<file path="src/hw/vsad_pkg.sv">
// Behaviour
// - compare A23-A20, A19-A16, A15-A12 with the top, second and third switches.
// - low switch compared to A11-A9 only; its lowest bit is ignored.
// - short-address strap drops the two top switches from the compare.
// - strap picks 24-bit or 16-bit decoding; only matching modifier class accepted.
// - supervisory strap limits access to supervisory modifier codes.
// - slave accepts word and byte transfers; masters use only those widths.
// - decoding suppressed during interrupt acknowledge cycles.
// - a match claims 512 bytes; bits below A9 skip the base compare.
// - lower 256 bytes select DMA, upper half selects SCSI and control register.
package vsad_pkg;
  // ***********************************************************************
  // address layout
  // ***********************************************************************
  localparam int VSAD_ADDR_W = 24;
  localparam int VSAD_AM_W = 6;
  localparam int VSAD_TOP_LSB = 20;
  localparam int VSAD_SECOND_LSB = 16;
  localparam int VSAD_THIRD_LSB = 12;
  localparam int VSAD_LOW_LSB = 9;
  localparam int VSAD_HALF_BIT = 8;
  // ***********************************************************************
  // address modifier codes
  // ***********************************************************************
  localparam logic [5:0] VSAD_AM_A24_SUP_DATA = 6'h3d;
  localparam logic [5:0] VSAD_AM_A24_USR_DATA = 6'h39;
  localparam logic [5:0] VSAD_AM_A16_SUP = 6'h2d;
  localparam logic [5:0] VSAD_AM_A16_USR = 6'h29;
endpackage

</file>
<file path="src/hw/vsad_decoder.sv">
`timescale 1ns/1ps
`default_nettype none
module vsad_decoder
  import vsad_pkg::*;
(
  input wire logic ref_clk,
  input wire logic rst_n,
  input wire logic [VSAD_ADDR_W-1:0] vme_addr,
  input wire logic [VSAD_AM_W-1:0] vme_am,
  input wire logic vme_as_n,
  input wire logic vme_lword_n,
  input wire logic local_ack_cycle_flag,
  input wire logic supervisory_only_strap,
  input wire logic short_address_strap,
  input wire logic [3:0] base_switch_top_nibble,
  input wire logic [3:0] base_switch_second_nibble,
  input wire logic [3:0] base_switch_third_nibble,
  input wire logic [3:0] base_switch_low_bits,
  output logic module_sel,
  output logic dma_sel,
  output logic scsi_ctl_sel
);
  // ***********************************************************************
  // state
  // ***********************************************************************
  typedef struct packed {
    logic [1:0] rst_sync;
    logic sel;
    logic dma;
    logic scsi;
  } vsad_state_t;

  vsad_state_t st_r;
  vsad_state_t st_nxt;
  logic rst_int_n;
  logic top_ok;
  logic second_ok;
  logic third_ok;
  logic low_ok;
  logic am_ok;
  logic hit;

  // function: modifier permitted by both straps
  function automatic logic vsad_am_allowed(input logic [5:0] am,
                                           input logic short_a,
                                           input logic sup_only);
    logic sup_hit;
    logic usr_hit;
    sup_hit = short_a ? (am == VSAD_AM_A16_SUP)
                      : (am == VSAD_AM_A24_SUP_DATA);
    usr_hit = short_a ? (am == VSAD_AM_A16_USR)
                      : (am == VSAD_AM_A24_USR_DATA);
    return sup_hit | (usr_hit & ~sup_only);
  endfunction

  assign rst_int_n = st_r.rst_sync[1];

  // ***********************************************************************
  // compare
  // ***********************************************************************
  // nibble and 3-bit low compares; bits below A9 take no part
  assign top_ok = vme_addr[VSAD_TOP_LSB+:4] == base_switch_top_nibble;
  assign second_ok = vme_addr[VSAD_SECOND_LSB+:4] ==
                     base_switch_second_nibble;
  assign third_ok = vme_addr[VSAD_THIRD_LSB+:4] ==
                    base_switch_third_nibble;
  assign low_ok = vme_addr[VSAD_LOW_LSB+:3] == base_switch_low_bits[3:1];
  assign am_ok = vsad_am_allowed(vme_am, short_address_strap,
                                 supervisory_only_strap);
  // width check: a hit needs lword_n high, so 32-bit longword transfers are not claimed
  assign hit = third_ok & low_ok & am_ok & ~local_ack_cycle_flag &
               (short_address_strap | (top_ok & second_ok)) &
               ~vme_as_n & vme_lword_n;

  // next state
  always_comb begin
    st_nxt = st_r;
    st_nxt.rst_sync = {st_r.rst_sync[0], 1'b1};
    st_nxt.sel = hit;
    st_nxt.dma = hit & ~vme_addr[VSAD_HALF_BIT];
    st_nxt.scsi = hit & vme_addr[VSAD_HALF_BIT];
    if (!rst_int_n) begin
      st_nxt.sel = 1'b0;
      st_nxt.dma = 1'b0;
      st_nxt.scsi = 1'b0;
    end
  end

  // registers; reset sync bit 0 takes constant 1, bit 1 takes bit 0
  always_ff @(posedge ref_clk or negedge rst_n) begin
    if (!rst_n) begin
      st_r <= '0;
    end else begin
      st_r <= st_nxt;
    end
  end

  assign module_sel = st_r.sel;
  assign dma_sel = st_r.dma;
  assign scsi_ctl_sel = st_r.scsi;
endmodule
`default_nettype wire

</file>
<file path="config.mk">
export PLATFORM = sky130hd
export DESIGN_NAME = vsad_decoder
export DESIGN_NICKNAME = d
export VERILOG_FILES = /design/src/hw/vsad_pkg.sv /design/src/hw/vsad_decoder.sv
export SDC_FILE = /design/constraint.sdc
export NUM_CORES = 1
export LEC_CHECK = 0
export BUFFER_PORTS_ARGS = -buffer_cell sky130_fd_sc_hd__buf_2
export CAP_MARGIN = 25
export CORE_MARGIN = 1.5
export CORE_UTILIZATION = 25
export CTS_CLUSTER_DIAMETER = 200
export DETAILED_ROUTE_END_ITERATION = 8
export PLACE_DENSITY_LB_ADDON = 0.3
export SLEW_MARGIN = 20
export SYNTH_ARGS = -nofsm -noshare
export SYNTH_HDL_FRONTEND = slang
export SYNTH_SLANG_ARGS = --single-unit
</file>
<file path="constraint.sdc">
create_clock -name ref_clk -period 1 [get_ports ref_clk]
set_input_delay 0 -clock ref_clk [delete_from_list [all_inputs] [get_ports ref_clk]]
set_output_delay 0 -clock ref_clk [all_outputs]
set_load 0.005 [all_outputs]
</file>
Word level (Yosys, flattened, before mapping)
Index checks and enable logic that the tools add are counted.
{"block": "totals", "register_bits": 5, "latch_bits": 0, "ram_bits": 0, "rom_bits": 0, "input_bits": 53, "output_inout_bits": 3, "wordCells": 31, "memories": 0}
{"block": "classes", "n_addsub": 0, "multipliers": 0, "n_div": 0, "order_cmp": 0, "n_eq_ne": 8, "shifts": 0, "mux": 3, "bitwise_logic": 16, "n_reduce_logical": 0}
{"op": "6-bit equality test (second input constant)", "count": 4}
{"op": "4-bit equality test", "count": 3}
{"op": "1-bit bitwise AND", "count": 10}
{"op": "1-bit NOT", "count": 4}
{"op": "3-bit equality test", "count": 1}
{"op": "3-bit two-way mux", "count": 1}
{"op": "1-bit two-way mux", "count": 2}
{"op": "1-bit OR", "count": 2}

Longest topological paths before layout
Gate-level depths: netlist of run 1.
{"block": "depth", "ltp_word": 11, "depth_mapped": 4, "depth_no_buf": 4}

Least setup slack after synthesis of run 1
OpenSTA, ideal clock, no wires.
{"block": "synth_timing", "kind": "register -> register", "startpoint": "reg st_r, in the netlist rst_int_n", "endpoint": "reg st_r, in the netlist dma_sel", "setup_ns": 0.101, "arrival_ns": 0.840, "required_ns": 0.899, "setup_slack_ns": 0.059, "path_stages_with_launch": 5, "path_buffers": 0, "synth_period_minus_slack_ns": 0.941, "cell_sequence": "dfrtp_1 nand4b_1 a21oi_1 nand3_1 nor4_1"}
{"item": "start: declaration", "line_no": "vsad_decoder.sv:33", "source": "vsad_state_t st_r;"}
{"item": "start signal: assignment", "line_no": "vsad_decoder.sv:94", "source": "st_r <= st_nxt;"}

==> flow_summary.json, run 1 <==
{
  "status": "finished, final reports clean",
  "gp_congestion": 0.586,
  "dieArea_mm2": 0.00169,
  "numPortBuffers": 46,
  "drt_iter0_markers": 3,
  "reg2reg_to": "dma_sel",
  "cts_max_level": 1,
  "hold_start": "vme_addr[8]",
  "wire_per_inst_um": 9.04,
  "power_uw": 610,
  "r2r_slack_ps": 10,
  "worstPathArrival_ps": 1110,
  "num-nets-final": 143,
  "clk_pin_slew_worst_paths_ps": 40,
  "reg2reg_depth": 4,
  "hold_viol": 0,
  "io-pin-count": 56,
  "num_vias": 447,
  "cts_tree": "yes",
  "diodes": 0,
  "cts_made_buffers": 3,
  "placed_cell_area_um2": 613,
  "antenna_found_initial": 0,
  "rr_startpoint": "rst_int_n",
  "rows": 13,
  "grt_pass1_vias": 385,
  "grt_max_degree": 6,
  "hpwl_um": 816,
  "wirelength_um": 940,
  "post-cts-setup-buffers": 0,
  "die_h_um": 41.2,
  "crit_type": "register to register",
  "hold_path.class": "input pin to register",
  "setup_viol_count_final": 0,
  "mostFrequentLayoutCells": "46 x buf_2, 11 x xor2_1, 5 x xnor2_1, 5 x dfrtp_1",
  "fin_crit_ps": 987,
  "whs_ps": 30.4,
  "synthToLayoutAreaGrowth_pct": 84.2,
  "initial_core_util": 0.273,
  "cts_sinks": 5,
  "synth_area_um2": 364,
  "die_w_um": 41.2,
  "clock_latency_ps": 240,
  "syn-mean-instance-area_um2": 9.58,
  "fmax_ghz": 1.01,
  "slew_viol_final": 0,
  "post-route-period-util": 0.987,
  "cts_buffer_depth": 2,
  "syn_inst": 38,
  "critPathLaunchType": "register",
  "drcViolationCount": 0,
  "endpoint_kind": "register",
  "drive_above_1_share": 0.596,
  "antenna_left": 0,
  "critPathRequiredTime_ps": 1130,
  "core-area_mm2": 0.00133,
  "clockRootBuffer": "clkbuf_4",
  "via_per_inst": 4.30,
  "max_cap_viol_count": 0,
  "grt_first_pass_wirelength_um": 1280,
  "synth-seq-cells": 5,
  "ir_worst_vdd_uv": 275,
  "grt_use_total": 0.115,
  "power_per_cell_area_mw_per_mm2": 909,
  "fin_area_um2": 671,
  "power_leakage_nw": 0.351,
  "drt-pass1-iter-count": 4,
  "ys_warn_count": 0,
  "ys_types": 14,
  "min_to": "scsi_ctl_sel",
  "whs_path_depth": 3,
  "final_common_cell": "buf_2",
  "syn_nets": 91,
  "worstPathMaxFanout": 3,
  "grt.overflow.total": 0,
  "rsz0062_at_grt": "true",
  "fin_skew_ps": 2.52,
  "yosysSeqAreaShare": 0.344
}
layout make-up:
type                       instances  area, um^2
inverter                           1        3.75
fill                             135         663
clock buffer                       4        26.3
sequential                         5         125
multi-input combinational         32         256
tap                               15        18.8
timing repair buffer              47         240
Yosys cell counts, drive strengths merged:
cell type	n	share of area
dfrtp	5	0.34
a21oi	2	0.027
nand4	1	0.017
conb	1	0.010
nor2	1	0.010
nand3b	1	0.021
nor4bb	1	0.027
nor4	5	0.086
xor2	11	0.26
nand4b	1	0.024
nand3	2	0.027
inv	1	0.010
xnor2	5	0.12
nand2	1	0.010
what timing repair did:
item | in CTS | in global routing
pin swaps | 4 | 0
hold buffers | 1 | 0
hold endpoints to repair | 5 | 0
resized for setup | 1 | 3
setup endpoints to repair | 3 | 3
power by group:
group / total [mW] / switching [mW] / internal [mW] / leakage [nW]
Combinational: 0.174 / 0.0718 / 0.102 / 0.270
Clock: 0.228 / 0.0772 / 0.151 / 0.0150
Sequential: 0.208 / 0.000935 / 0.207 / 0.0652
Total: 0.610 / 0.150 / 0.460 / 0.351
sequential cells by signal, summed over array words and instances, names as in the netlist:
name and count:
module_sel 1, scsi_ctl_sel 1, dma_sel 1, rst_int_n 1
st_nxt 1
stage by stage:
stage | setup TNS, ps | std cells | setup slack [ps] | utilization
after detailed placement | -431 | 99 | -191 | 0.460
after CTS | 0 | 104 | 9.02 | 0.492
after global placement | -334 | 99 | -142 | 0.460
after floorplan | 0 | 38 | 58.8 | -
final | 0 | 104 | 12.5 | 0.503
after global routing | -161 | 104 | -81.1 | 0.503
metal layers:
layer  routed length (um)  GRT usage
met5                    0          0
met4                    0     0.0565
met3                   66     0.0380
met2                  534      0.207
met1                  339      0.116
worst max path at each step:
stage | start | end | slack, ps
after floorplan | rst_int_n | dma_sel | 60
after global placement | base_switch_second_nibble[3] | dma_sel | -140
after detailed placement | base_switch_second_nibble[3] | scsi_ctl_sel | -190
after CTS | rst_int_n | dma_sel | 9
after global routing | rst_int_n | dma_sel | -80
final | rst_int_n | dma_sel | 10
cell families (layout without fill, tap and decap cells):
kind of cell / count (synthesis) / count (layout) / share of synthesized area
XOR/XNOR: 16 / 16 / 0.385
buffers and inverters: 1 / 52 / 0.0103
AND/OR/NAND/NOR: 13 / 13 / 0.223
flip-flops: 5 / 5 / 0.344
AO/OA/AOI/OAI: 2 / 2 / 0.0275
other: 1 / 1 / 0.0103
critical path, stage by stage (launching register included):
cell and delay, ps:
dfrtp_1 310, nand4b_1 100, a21oi_2 150, nand3_2 110
nor4_1 210
(Power assumes the default switching activity.)
==> inputs of run 2 (changes only) <==
--- a/config.mk
+++ b/config.mk
@@ -6,9 +6,8 @@
 export NUM_CORES = 1
 export LEC_CHECK = 0
 export BUFFER_PORTS_ARGS = -buffer_cell sky130_fd_sc_hd__buf_2
-export CAP_MARGIN = 25
 export CORE_MARGIN = 1.5
-export CORE_UTILIZATION = 25
+export CORE_UTILIZATION = 27
 export CTS_CLUSTER_DIAMETER = 200
 export DETAILED_ROUTE_END_ITERATION = 8
 export PLACE_DENSITY_LB_ADDON = 0.3
==> constraint.sdc (replaced) <==
create_clock -name ref_clk -period 0.97 [get_ports ref_clk]
set_input_delay 0 -clock ref_clk [delete_from_list [all_inputs] [get_ports ref_clk]]
set_output_delay 0 -clock ref_clk [all_outputs]
set_load 0.005 [all_outputs]
==> run 2 against run 1 <==
Effect of this change:
- the flow now finishes with violations (setup timing)
- cell count stayed put
- first-iteration DRC count stayed put
- sequential power is 3% higher
- global-route usage is 0.63 points higher
- sequential share of layout area is 0.17 points lower
- combinational power is 5% higher
- sequential cell count stayed put
- worst hold slack better by 3.4 ps
- non-clock buffer count stayed put
- design area is 0.93% higher
- worst setup slack worse by 73 ps
- critical endpoint is now module_sel
- largest power group unchanged
==> flow_summary.json, run 2 (synthesized netlist as in run 1, its figures left out) <==
{
  "status": "complete, but fails checks",
  "violations": "setup timing",
  "crit_type": "register to register",
  "critPathRequiredTime_ps": 1080,
  "placed_cell_area_um2": 613,
  "cpLargestDelayFamily": "simple AND/OR/NAND/NOR gates",
  "final_common_cell": "buf_2",
  "fmax_ghz": 0.971,
  "grt_first_pass_wirelength_um": 1320,
  "utilization": 0.527,
  "grt.overflow.total": 0,
  "grt_pass1_vias": 417,
  "gp_congestion": 0.619,
  "fin_crit_ps": 1030,
  "endpoint_kind": "register",
  "rows": 13,
  "clockRootBuffer": "clkbuf_4",
  "power_uw": 622,
  "wire_per_inst_um": 8.64,
  "num-nets-final": 143,
  "mostFrequentLayoutCells": "46 x buf_2, 11 x xor2_1, 5 x xnor2_1, 5 x dfrtp_1",
  "via_per_inst": 4.40,
  "worstPathMaxFanout": 3,
  "p_switching_uw": 148,
  "post-route-period-util": 1.06,
  "cts_tree": "yes",
  "final_cell_count_no_fill": 104,
  "antenna_found_initial": 0,
  "crit_chain": "nand4b_1 -> a21oi_2 -> nand3_2 -> nor4_1",
  "hold_viol": 0,
  "num_vias": 458,
  "drt_iter0_markers": 3,
  "clk_pin_slew_worst_paths_ps": 40,
  "setup_viol_count_final": 1,
  "slowest_stage": "dfrtp_1",
  "ir_worst_vdd_uv": 534,
  "drcViolationCount": 0,
  "diodes": 0,
  "die_w_um": 39.7,
  "wirelength_um": 899,
  "p_clk_frac": 0.361,
  "drive_above_1_share": 0.607,
  "die_h_um": 39.7,
  "p_sw_frac": 0.237,
  "initial_core_util": 0.283,
  "io-pin-count": 56,
  "cts_max_level": 1,
  "core-area_mm2": 0.00128,
  "hpwl_um": 810,
  "post-cts-setup-buffers": 0,
  "power_per_cell_area_mw_per_mm2": 919,
  "postLayoutSetupSlackWorst_ps": -60.0,
  "hold_path.class": "input pin to register",
  "fin_area_um2": 677,
  "max_cap_viol_count": 0,
  "cpPeakStageDelay_ps": 310,
  "cts_sinks": 5,
  "power_leakage_nw": 0.351,
  "cts_made_buffers": 3,
  "grt_use_total": 0.121,
  "fin_skew_ps": 0.0621,
  "synthToLayoutAreaGrowth_pct": 85.9,
  "dp_cells": 99,
  "p_comb_frac": 0.294,
  "grt_max_degree": 6,
  "worstPathArrival_ps": 1140,
  "intPower_uw": 475,
  "numPortBuffers": 46,
  "pre_cts_slack_ps": -128,
  "antenna_left": 0,
  "drt-pass1-iter-count": 3,
  "clock_latency_ps": 230,
  "critPathLaunchType": "register",
  "num-fill-cells": 132,
  "slew_viol_final": 0,
  "rsz0062_at_grt": "true",
  "cts_buffer_depth": 2,
  "power_frac_seq": 0.345,
  "cp_num_buf_inv": 0,
  "dieArea_mm2": 0.00158
}
## run 2: cell count changes in the layout (fill, tap and decap cells not counted)
cell / change
nor4_1: -1
nor4_2: +1
## run 2: worst min-delay path, delay by kind of cell
family | cells | cell delay (ps)
and+or+nand+nor | 2 | 120
buffers and inverters | 1 | 100
## run 2: metal layers
metal	track usage	vias to the layer above	part of all wire
li1	-	235	-
met1	0.108	201	0.34
met2	0.266	22	0.58
met3	0.0170	0	0.080
met4	0.0259	0	0
met5	0	-	0
## run 2: power groups by stage
stage / clock (mW) / sequential, mW / combinational, mW
6_report: 0.225 / 0.215 / 0.183
3_5_place_dp: 0 / 0.218 / 0.173
3_3_place_gp: 0 / 0.217 / 0.168
5_1_grt: 0.248 / 0.215 / 0.203
2_1_floorplan: 0 / 0.217 / 0.0670
4_1_cts: 0.232 / 0.215 / 0.177
## run 2: path summary, 6_finish.rpt
check	startpoint	endpoint	slack, ps	depth (start not counted)
max reg2reg	rst_int_n	module_sel	-60	4
min	vme_addr[8]	scsi_ctl_sel	30	3
max	rst_int_n	module_sel	-60	4
max in group asynchronous	rst_n	st_nxt[4]	720	2
min in group asynchronous	rst_n	dma_sel	120	2
min reg2reg	st_nxt[4]	rst_int_n	350	0
## run 2: layout make-up
class,count,area (um^2),area share
clock buffer,4,26.3,0.0388
tap,15,18.8,0.0277
multi-input combinational,32,263,0.388
timing repair buffer,47,240,0.355
sequential,5,125,0.185
inverter,1,3.75,0.00555
## run 2: stage by stage
stage	hold WS, ps	TNS (ps)
4_1_cts	17.5	0
3_5_place_dp	-182	-353
5_1_grt	31.7	-90.2
2_1_floorplan	-296	0
3_3_place_gp	-184	-422
6_report	33.8	-60.0
## run 2: what timing repair did
item | 4_1_cts | 5_1_grt
hold buffers | 1 | 0
gates resized for setup | 0 | 5
pin swaps | 4 | 0
hold endpoints to repair | 5 | 0
endpoints found under the setup margin | 3 | 3
